`src/core/rst_seq_pkg.sv`:
```
// constants for the reset pin sequencer
package rst_seq_pkg;
  // ****************************************************************
  // register map (byte addresses)
  // ****************************************************************
  localparam logic [7:0] ctrl_addr   = 8'h00;
  localparam logic [7:0] status_addr = 8'h04;
  localparam logic [7:0] flag_addr   = 8'h08;
  localparam logic [7:0] clear_addr  = 8'h0c;
  localparam logic [7:0] enable_addr = 8'h10;
  localparam logic [7:0] debug_addr  = 8'h14;
  // ****************************************************************
  // fields
  // ****************************************************************
  localparam int ctrl_soft_rst_bit   = 0;
  localparam int ctrl_gpio_oe_bit    = 1;
  localparam int ctrl_gpio_out_bit   = 2;
  localparam int st_pin_en_bit       = 0;
  localparam int st_pin_level_bit    = 1;
  localparam int st_chip_rst_bit     = 2;
  localparam int st_gpio_in_bit      = 3;
  localparam int flag_pin_bit        = 0;
  localparam int flag_soft_bit       = 1;
  localparam int flag_wake_bit       = 2;
  localparam int flag_erase_bit      = 3;
  localparam int dbg_mass_erase_bit  = 0;
  localparam int dbg_sys_reset_bit   = 1;
  localparam int flag_w              = 4;
  // ****************************************************************
  // bus answers and timing
  // ****************************************************************
  localparam logic [1:0]  resp_okay   = 2'b00;
  localparam logic [1:0]  resp_slverr = 2'b10;
  localparam logic [31:0] zero_word   = 32'h0000_0000;
  localparam int min_drive_cycles     = 128;
  localparam int cnt_w                = 8;
  // ****************************************************************
  // sequencer states
  // ****************************************************************
  typedef enum logic [3:0]
  {
    st_drive   = 4'b0001,
    st_wait_fl = 4'b0010,
    st_stretch = 4'b0100,
    st_run     = 4'b1000
  } seq_state_e;
endpackage : rst_seq_pkg

```
`src/core/reset_pin_sequencer.sv`:
```
// reset pin sequencer with axi4-lite register slave
//
// Added by the designer: the AXI4-Lite slave port and the placing of the registers.
`timescale 1ns/1ps
module reset_pin_sequencer
  import rst_seq_pkg::*;
#(
  parameter int min_drive = min_drive_cycles
)
(
  // clock, power-on reset, enable
  input  wire logic        aclk,
  input  wire logic        aresetn,
  input  wire logic        clk_en,
  // axi4-lite write address
  input  wire logic [7:0]  s_axi_awaddr,
  input  wire logic        s_axi_awvalid,
  output logic             s_axi_awready,
  // axi4-lite write data
  input  wire logic [31:0] s_axi_wdata,
  input  wire logic [3:0]  s_axi_wstrb,
  input  wire logic        s_axi_wvalid,
  output logic             s_axi_wready,
  // axi4-lite write response
  output logic [1:0]       s_axi_bresp,
  output logic             s_axi_bvalid,
  input  wire logic        s_axi_bready,
  // axi4-lite read address
  input  wire logic [7:0]  s_axi_araddr,
  input  wire logic        s_axi_arvalid,
  output logic             s_axi_arready,
  // axi4-lite read data
  output logic [31:0]      s_axi_rdata,
  output logic [1:0]       s_axi_rresp,
  output logic             s_axi_rvalid,
  input  wire logic        s_axi_rready,
  // reset pin, open drain
  input  wire logic        reset_pin_in,
  output logic             reset_pin_out,
  output logic             reset_pin_oe,
  // flash and option word
  input  wire logic        flash_init_done,
  input  wire logic        option_loaded,
  input  wire logic        reset_pin_cfg,
  input  wire logic        security_enabled,
  // other reset sources and power state
  input  wire logic        sys_reset_req,
  input  wire logic        low_power,
  // chip outputs
  output logic             chip_reset,
  output logic             wake_req,
  output logic             mass_erase_req,
  output logic             regulator_full,
  output logic             clk_internal_sel,
  output logic             irq
);

  // ****************************************************************
  // option latch and pin synchroniser
  // ****************************************************************
  logic             pin_en_q;
  logic             opt_done_q;
  logic             pin_s1_q;
  logic             pin_s2_q;

  // option sampled once after power-on only; system resets keep it
  always_ff @(posedge aclk)
  begin
    if (!aresetn)
    begin
      pin_en_q   <= 1'b1;
      opt_done_q <= 1'b0;
    end
    else if (clk_en && !opt_done_q && option_loaded)
    begin
      pin_en_q   <= reset_pin_cfg;
      opt_done_q <= 1'b1;
    end
  end

  always_ff @(posedge aclk)
  begin
    if (!aresetn)
    begin
      pin_s1_q <= 1'b1;
      pin_s2_q <= 1'b1;
    end
    else if (clk_en)
    begin
      pin_s1_q <= reset_pin_in;
      pin_s2_q <= pin_s1_q;
    end
  end

  // ****************************************************************
  // reset sequencer
  // ****************************************************************
  seq_state_e       state_q;
  logic [cnt_w-1:0] cnt_q;
  logic             soft_req_q;
  logic             erase_go;
  logic             pin_low_ev;
  logic             sys_ev;

  assign pin_low_ev = pin_en_q && opt_done_q && !pin_s2_q
                      && state_q == st_run;
  assign sys_ev     = sys_reset_req || soft_req_q || erase_go;

  always_ff @(posedge aclk)
  begin
    if (!aresetn)
    begin
      state_q <= st_drive;
      cnt_q   <= '0;
    end
    else if (clk_en)
    begin
      case (state_q)
        st_drive:
        begin
          if (cnt_q < cnt_w'(min_drive - 1))
            cnt_q <= cnt_q + 1'b1;
          else if (flash_init_done)
            state_q <= st_stretch;
          else
            state_q <= st_wait_fl;
        end
        st_wait_fl:
        begin
          if (flash_init_done)
            state_q <= st_stretch;
        end
        st_stretch:
        begin
          if (pin_s2_q || !pin_en_q)
            state_q <= st_run;
        end
        st_run:
        begin
          if (pin_low_ev || sys_ev)
          begin
            state_q <= st_drive;
            cnt_q   <= '0;
          end
        end
        default:
          state_q <= st_drive;
      endcase
    end
  end

  // pin driven low in drive and flash wait unless disabled by the option; gpio mode outside them when disabled, released otherwise
  logic [31:0] ctrl_q;
  always_comb
  begin
    if (state_q == st_drive || state_q == st_wait_fl)
    begin
      reset_pin_oe  = pin_en_q || !opt_done_q;
      reset_pin_out = 1'b0;
    end
    else if (!pin_en_q)
    begin
      reset_pin_oe  = ctrl_q[ctrl_gpio_oe_bit];
      reset_pin_out = ctrl_q[ctrl_gpio_out_bit];
    end
    else
    begin
      reset_pin_oe  = 1'b0;
      reset_pin_out = 1'b1;
    end
  end

  assign chip_reset       = state_q != st_run;
  assign regulator_full   = chip_reset;
  assign clk_internal_sel = chip_reset;
  assign wake_req         = pin_low_ev && low_power;

  // ****************************************************************
  // debug mass erase request
  // ****************************************************************
  logic [1:0] dbg_q;
  assign erase_go = dbg_q[dbg_mass_erase_bit] && dbg_q[dbg_sys_reset_bit]
                    && !pin_en_q && security_enabled;
  assign mass_erase_req = erase_go;

  // ****************************************************************
  // event flags and interrupt
  // ****************************************************************
  logic [flag_w-1:0] flag_q;
  logic [flag_w-1:0] en_q;
  logic [flag_w-1:0] set_v;
  logic [flag_w-1:0] clr_v;
  logic              wr_go;
  logic [7:0]        wr_addr;
  logic [31:0]       wdata_q;

  always_comb
  begin
    set_v = '0;
    set_v[flag_pin_bit]   = pin_low_ev;
    set_v[flag_soft_bit]  = state_q == st_run && soft_req_q;
    set_v[flag_wake_bit]  = wake_req;
    set_v[flag_erase_bit] = erase_go;
    clr_v = '0;
    if (wr_go && wr_addr == clear_addr)
      clr_v = wdata_q[flag_w-1:0];
  end

  // flags survive the chip reset so the cause can be read afterwards
  always_ff @(posedge aclk)
  begin
    if (!aresetn)
      flag_q <= '0;
    else if (clk_en)
      flag_q <= (flag_q & ~clr_v) | set_v;
  end

  assign irq = |(flag_q & en_q);

  // ****************************************************************
  // axi4-lite write side
  // ****************************************************************
  logic       aw_got_q;
  logic       w_got_q;
  logic [7:0] awaddr_q;

  assign s_axi_awready = !aw_got_q && !s_axi_bvalid;
  assign s_axi_wready  = !w_got_q && !s_axi_bvalid;
  assign wr_go   = aw_got_q && w_got_q && !s_axi_bvalid && clk_en;
  assign wr_addr = awaddr_q;

  always_ff @(posedge aclk)
  begin
    if (!aresetn)
    begin
      aw_got_q     <= 1'b0;
      w_got_q      <= 1'b0;
      awaddr_q     <= '0;
      wdata_q      <= zero_word;
      s_axi_bvalid <= 1'b0;
      s_axi_bresp  <= resp_okay;
    end
    else if (clk_en)
    begin
      if (s_axi_awvalid && s_axi_awready)
      begin
        aw_got_q <= 1'b1;
        awaddr_q <= s_axi_awaddr;
      end
      if (s_axi_wvalid && s_axi_wready)
      begin
        w_got_q <= 1'b1;
        wdata_q <= s_axi_wdata;
      end
      if (wr_go)
      begin
        aw_got_q     <= 1'b0;
        w_got_q      <= 1'b0;
        s_axi_bvalid <= 1'b1;
        if (awaddr_q == ctrl_addr || awaddr_q == clear_addr
            || awaddr_q == enable_addr || awaddr_q == debug_addr)
          s_axi_bresp <= resp_okay;
        else
          s_axi_bresp <= resp_slverr;
      end
      else if (s_axi_bvalid && s_axi_bready)
        s_axi_bvalid <= 1'b0;
    end
  end

  // registers written by software
  always_ff @(posedge aclk)
  begin
    if (!aresetn)
    begin
      ctrl_q     <= zero_word;
      en_q       <= '0;
      dbg_q      <= '0;
      soft_req_q <= 1'b0;
    end
    else if (clk_en)
    begin
      soft_req_q <= 1'b0;
      if (wr_go && awaddr_q == ctrl_addr)
      begin
        ctrl_q     <= wdata_q;
        soft_req_q <= wdata_q[ctrl_soft_rst_bit];
      end
      else if (wr_go && awaddr_q == enable_addr)
        en_q <= wdata_q[flag_w-1:0];
      else if (wr_go && awaddr_q == debug_addr)
        dbg_q <= wdata_q[1:0];
      else if (erase_go)
        dbg_q <= '0;
    end
  end

  // ****************************************************************
  // axi4-lite read side
  // ****************************************************************
  logic [31:0] rd_v;
  logic        rd_ok;

  assign s_axi_arready = !s_axi_rvalid;

  always_comb
  begin
    rd_v  = zero_word;
    rd_ok = 1'b1;
    if (s_axi_araddr == ctrl_addr)
      rd_v = ctrl_q;
    else if (s_axi_araddr == status_addr)
    begin
      rd_v[st_pin_en_bit]    = pin_en_q;
      rd_v[st_pin_level_bit] = pin_s2_q;
      rd_v[st_chip_rst_bit]  = chip_reset;
      rd_v[st_gpio_in_bit]   = pin_s2_q;
    end
    else if (s_axi_araddr == flag_addr)
      rd_v[flag_w-1:0] = flag_q;
    else if (s_axi_araddr == clear_addr)
      rd_v = zero_word;
    else if (s_axi_araddr == enable_addr)
      rd_v[flag_w-1:0] = en_q;
    else if (s_axi_araddr == debug_addr)
      rd_v[1:0] = dbg_q;
    else
      rd_ok = 1'b0;
  end

  always_ff @(posedge aclk)
  begin
    if (!aresetn)
    begin
      s_axi_rvalid <= 1'b0;
      s_axi_rdata  <= zero_word;
      s_axi_rresp  <= resp_okay;
    end
    else if (clk_en)
    begin
      if (s_axi_arvalid && s_axi_arready)
      begin
        s_axi_rvalid <= 1'b1;
        s_axi_rdata  <= rd_v;
        s_axi_rresp  <= rd_ok ? resp_okay : resp_slverr;
      end
      else if (s_axi_rvalid && s_axi_rready)
        s_axi_rvalid <= 1'b0;
    end
  end

endmodule : reset_pin_sequencer

```
`config.mk`:
```
export PLATFORM = sky130hd
export DESIGN_NAME = reset_pin_sequencer
export DESIGN_NICKNAME = d
export VERILOG_FILES = /design/src/core/rst_seq_pkg.sv /design/src/core/reset_pin_sequencer.sv
export SDC_FILE = /design/constraint.sdc
export NUM_CORES = 1
export LEC_CHECK = 0
export BUFFER_PORTS_ARGS = -buffer_cell sky130_fd_sc_hd__buf_4
export CAP_MARGIN = 25
export CORE_MARGIN = 4
export CORE_UTILIZATION = 45
export DETAILED_ROUTE_END_ITERATION = 12
export PLACE_DENSITY = 0.64
export RECOVER_POWER = 25
export SLEW_MARGIN = 30
export SYNTH_ARGS = -nofsm -noshare
export SYNTH_HDL_FRONTEND = slang
export SYNTH_SLANG_ARGS = --single-unit
```
`constraint.sdc`:
```
create_clock -name aclk -period 2.94 [get_ports aclk]
set_input_delay 0.294 -clock aclk [delete_from_list [all_inputs] [get_ports aclk]]
set_output_delay 0.294 -clock aclk [all_outputs]
set_load 0.01 [all_outputs]
```
Yosys cells after proc, flatten, opt, wreduce, memory -nomap -nowiden
Cells that the tools add are included.
{ "word_totals": {"ff_bits": 139, "in_bits": 67, "out_inout_bits": 49, "elab_cells": 148} }
{ "classes": {"addsub": 1, "n_lt_le_gt_ge": 1, "n_eq_ne": 18, "muxes": 40, "bitwise": 6, "reduce_logical": 62} }
{ "op_table": {"columns": ["op", "n"], "rows": [
  ["8-bit by 5-bit equality test with 1-bit output (second input constant)", 4],
  ["32-bit 2-to-1 mux", 1],
  ["4-bit 2-to-1 mux", 8],
  ["8-bit by 4-bit equality test with 1-bit output (second input constant)", 3],
  ["1-bit logical AND", 24],
  ["1-bit 2-to-1 mux", 19],
  ["2-bit AND reduction", 9],
  ["8-bit zero test", 2],
  ["8-bit 2-to-1 mux", 2],
  ["4-bit case mux with 4 select lines", 1],
  ["8-bit case mux with 2 select lines", 1],
  ["2-bit 2-to-1 mux", 7],
  ["2-bit nonzero test", 6],
  ["1-bit logical OR", 9],
  ["8-bit by 1-bit adder with 8-bit output (second input constant)", 1],
  ["4-bit AND", 2],
  ["8-bit by 3-bit equality test with 1-bit output (second input constant)", 1],
  ["8-bit by 7-bit less-than comparator with 1-bit output (second input constant)", 1],
  ["2-bit inequality test (second input constant)", 4],
  ["4-bit AND reduction", 2],
  ["1-bit zero test", 7],
  ["5-bit AND reduction", 1],
  ["4-bit by 1-bit equality test with 1-bit output (second input constant)", 1],
  ["4-bit by 2-bit equality test with 1-bit output (second input constant)", 1],
  ["other kinds (10)", 11]
]} }

Longest topological paths before layout
{ "depth": {"depth_word": 8, "ltp_mapped": 6, "mapped_depth_nobuf": 5} }

Worst setup path after synthesis
OpenSTA, ideal clock, no wires.
{ "synth_path": {"path_kind": "register to register", "startpoint": "register state_q[1]", "endpoint": "register cnt_q[7]", "setup_ps": 71, "t_arrival_ps": 1966, "required_ps": 2869, "path_slack_ps": 904, "stages_incl_launch_ff": 7, "path_buffers": 2, "period_less_slack_ps": 2036, "path_cell_list": "dfxtp_1 buf_6 or4b_4 a2111o_1 clkbuf_2 or3_1 a21oi_2"} }
{ "synth_between": {"elab_chain_len": 5, "word_cells_on_any_way": 9, "classes_between": "4 x eq/ne; 1 x mux; 4 x reduce/logical"} }
{ "synth_rtl": {"columns": ["element", "line_no", "rtl"], "rows": [
  ["from (decl)", "reset_pin_sequencer.sv:98", "seq_state_e state_q;"],
  ["from (signal assigned)", "reset_pin_sequencer.sv:113", "state_q <= st_drive;"],
  ["from (signal assigned)", "reset_pin_sequencer.sv:124", "state_q <= st_stretch;"],
  ["from (signal assigned)", "reset_pin_sequencer.sv:126", "state_q <= st_wait_fl;"],
  ["4-bit equality test", "reset_pin_sequencer.sv:106, reset_pin_sequencer.sv:118", null],
  ["1-bit logical AND", "reset_pin_sequencer.sv:106", "&& state_q == st_run;"],
  ["1-bit logical OR", "reset_pin_sequencer.sv:140", "if (pin_low_ev || sys_ev)"],
  ["2-bit by 1-bit inequality test with 1-bit output (no source line)", null, null],
  ["4-bit AND reduction (no source line)", null, null],
  ["to (signal assigned)", "reset_pin_sequencer.sv:122", "cnt_q <= cnt_q + 1'b1;"],
  ["to (decl)", "reset_pin_sequencer.sv:99", "logic [cnt_w-1:0] cnt_q;"]
]} }
Parallel ways exist; a longest one is shown, timed or not.
A chain may end at the register's enable or synchronous reset.

Worst setup path in the final report
{ "layout_path": {"startpoint": "register state_q[3]", "endpoint": "output regulator_full"} }
{ "layout_between": {"elab_chain_len": 1} }
{ "layout_rtl": {"columns": ["element", "line_no", "rtl"], "rows": [
  ["4-bit inequality test", "reset_pin_sequencer.sv:173", "assign chip_reset = state_q != st_run;"],
  ["to (decl)", "reset_pin_sequencer.sv:53", "output logic regulator_full,"]
]} }
No other way between the ends.

==> flow_summary.ini <==
[outcome]
outcome = finished, violations left
violations = max-capacitance violations, max-slew violations

[clock_network]
cts_setup_buffers = 0
htree_levels = 4
root_buffer = clkbuf_16
clk_transition_reported_paths_ps = 60
cts_tree = yes
cts-resized-gates = 0
cts.sinks = 137
clk_path_buf_depth = 2
holdBufCountCts = 0
cts_buffers = 17
clock_latency_ps = 420

[sta]
finalSetupViolations = 0
finalSetupTns_ps = 0
finalCritPeriodShare_pct = 83.71
fmaxAchievable_mhz = 406.3
finalMaxSlewViolations = 35
hold_viol_final = 0
fin_skew_ps = 5.895
grt_setup_unrepaired = false
max_slew_margin_pct = -6.161
min_period_ps = 2461
worst_pin_slew_ps = 1592

[finish]
final_core_util_pct = 58.08
diodes = 0
area.growth.synth_to_final_pct = 26.93
nFillCells = 1099
nets = 774
finish.instance_area_um2 = 6947
drive_above_1_share_pct = 17.80

[setup_path]
path_cells = nor4b_2 > inv_1 > buf_4
path_class = flop to output port
rr_worst_depth = 4
max_stage_delay_ps = 740
cp_max_fo = 10
reg2reg_setup_slack_ps = 710
critPathTopFamily = simple AND/OR/NAND/NOR gates
critPathBufInv = 2
end_kind = output port
crit_slowest_cell = nor4b_2
r2r-end = cnt_q[5]$_SDFFE_PN0P_
crit_arrival_ps = 2170
crit_path_start = state_q[3]$_SDFFE_PN0P_
startpoint_type = flop
r2r_start = state_q[0]$_SDFFE_PN1P_
cp.depth = 3
critPathRequiredTime_ps = 2650

[floorplanning]
io_pins = 116
die_h_um = 118.3
coreArea_um2 = 11960
rows = 40
fp.dieW_um = 118.3
dieArea_um2 = 13990
initial_core_util_pct = 45.75

[drt]
drt-total-wl_mm = 13.43
drtAntennaViolNets = 0
vias = 4674
wire_per_inst_um = 15.51
drtPass1Iterations = 5
drtIter0Drc = 271
via_per_inst = 5.397
drcViolationCount = 0

[synth]
synthCells = 612
yosys_warnings = 0
ys.flop_type = dfxtp_1
synth_enable_flop_cells = 0
synth_cell_type_count = 55
syn_area_um2 = 5473
ys_seq_area_share_pct = 50.11
ys_ff_latch = 137
synthArstFlopShare_pct = 0
syn_avg_cell_area_um2 = 8.942

[power]
power_density_nw_per_um2 = 694.3
vdd_drop_max_mv = 0.3892
p_leak_nw = 2.586
p_total_mw = 4.823

[global_route]
grtUsageTotal_pct = 19.57
antenna_found_initial = 0
grt-ovfl-total = 0
grt_pass1_vias = 4612
grt_max_degree = 45
grt_pass1_wl_mm = 22.03

[placement]
place.gp.congestion = 0.8037
placed_area_um2 = 6381
dpl.hpwl_mm = 8.992
portBuffers = 109

[min_path]
hold_class = primary input to flop
worstHoldStart = reset_pin_in
holdPathStages = 3
whs_endpoint = pin_s1_q$_SDFFE_PN1P_

[run]
drv_cap = 1
[area by class of cell]
type	instances	area (µm²)	share of cell area, %
multi-input combinational	419	2497	35.95
inverter	14	53.80	0.7745
clock inverter	14	265.3	3.818
sequential	137	2743	39.48
clock buffer	18	439.2	6.322
tap	147	183.9	2.648
timing repair buffer	117	764.5	11.01
[cell families (layout without fill, tap and decap cells)]
logic type	count (synthesis)	in the layout	share of synthesized area, %
fa+ha+maj	1	1	0.2286
simple gates	238	238	20.85
compound gates	123	123	14.08
xor+xnor	2	2	0.3201
flops	137	137	50.11
other cells	1	2	0.06852
mux	53	53	9.694
buf+inv	57	163	4.641
[worst max path at each step]
stage / endpoint / slack, ps
finish: regulator_full / 480
global route: regulator_full / 210
CTS: regulator_full / 450
detailed placement: cnt_q[5]$_SDFFE_PN0P_ / 730
global placement: state_q[1]$_SDFFE_PN0P_ / 710
floorplan: cnt_q[7]$_SDFFE_PN0P_ / 900
[tightest hold or removal path, cell delays in order]
cell and delay, ps:
buf_4 80, mux2i_1 50, nand2_1 60
[power by group]
group,internal (mW),switching (mW),total [mW]
sequential,1.90,0.0485,1.95
clock,1.70,0.798,2.50
combinational,0.173,0.196,0.369
total,3.78,1.04,4.82
[Yosys cell counts, drive strengths merged (3+ instances only)]
| master | n | share of area [%] |
|---|---|---|
| nor4b | 4 | 0.75 |
| nand3 | 12 | 1.1 |
| mux2i | 53 | 9.7 |
| clkbuf | 33 | 2.3 |
| nor2 | 86 | 5.9 |
| a22oi | 31 | 4.3 |
| nand3b | 5 | 0.69 |
| or3b | 3 | 0.48 |
| inv | 13 | 0.89 |
| or4 | 4 | 0.55 |
| nand2 | 86 | 5.9 |
| a311oi | 3 | 0.48 |
| nor4 | 8 | 1.6 |
| o21ai | 16 | 1.5 |
| buf | 10 | 1.4 |
| and3 | 7 | 0.80 |
| a21oi | 55 | 5.1 |
| or3 | 8 | 0.91 |
| dfxtp | 137 | 50 |
[per-layer routing]
metal,routed length (µm),up-vias,GRT usage [%]
li1,-,2322,-
met1,5820,2218,23.38
met2,6546,109,32.15
met3,756,25,6.364
met4,308,0,8.571
met5,0,-,0
[stage by stage]
| stage | std cells | setup WS, ps | hold slack (ps) |
|---|---|---|---|
| final | 866 | 478.9 | 95.21 |
| after global routing | 866 | 205.4 | 101.7 |
| after CTS | 866 | 448.2 | 79.80 |
| after detailed placement | 834 | 725.4 | 447.6 |
| after global placement | 834 | 714.9 | 433.6 |
| after floorplan | 613 | 903.9 | 421.2 |
[sequential cells by signal, summed over array words and instances, names as in the netlist]
register      cells
awaddr_q          8
wdata_q          32
opt_done_q        1
aw_got_q          1
pin_en_q          1
w_got_q           1
s_axi_rdata      32
flag_q            4
s_axi_bvalid      1
soft_req_q        1
en_q              4
ctrl_q           32
pin_s2_q          1
pin_s1_q          1
s_axi_bresp       1
dbg_q             2
state_q           4
cnt_q             8
s_axi_rresp       1
s_axi_rvalid      1
[cells in the final DEF (no fill, tap or decap), types with 3 or more instances in the layout]
cell type / count
nor4b_2: 3
nor4_1: 5
and3_1: 7
clkbuf_1: 37
mux2i_1: 53
a22oi_1: 31
nand2_1: 86
or3_1: 8
a21oi_1: 54
bufinv_16: 7
inv_1: 12
nand3_1: 12
a311oi_1: 3
dfxtp_1: 137
buf_4: 78
clkbuf_16: 17
nor2_1: 86
or4_1: 4
o21ai_0: 16
or3b_2: 3
nand3b_1: 5
Power figures use the tool's default switching activity.
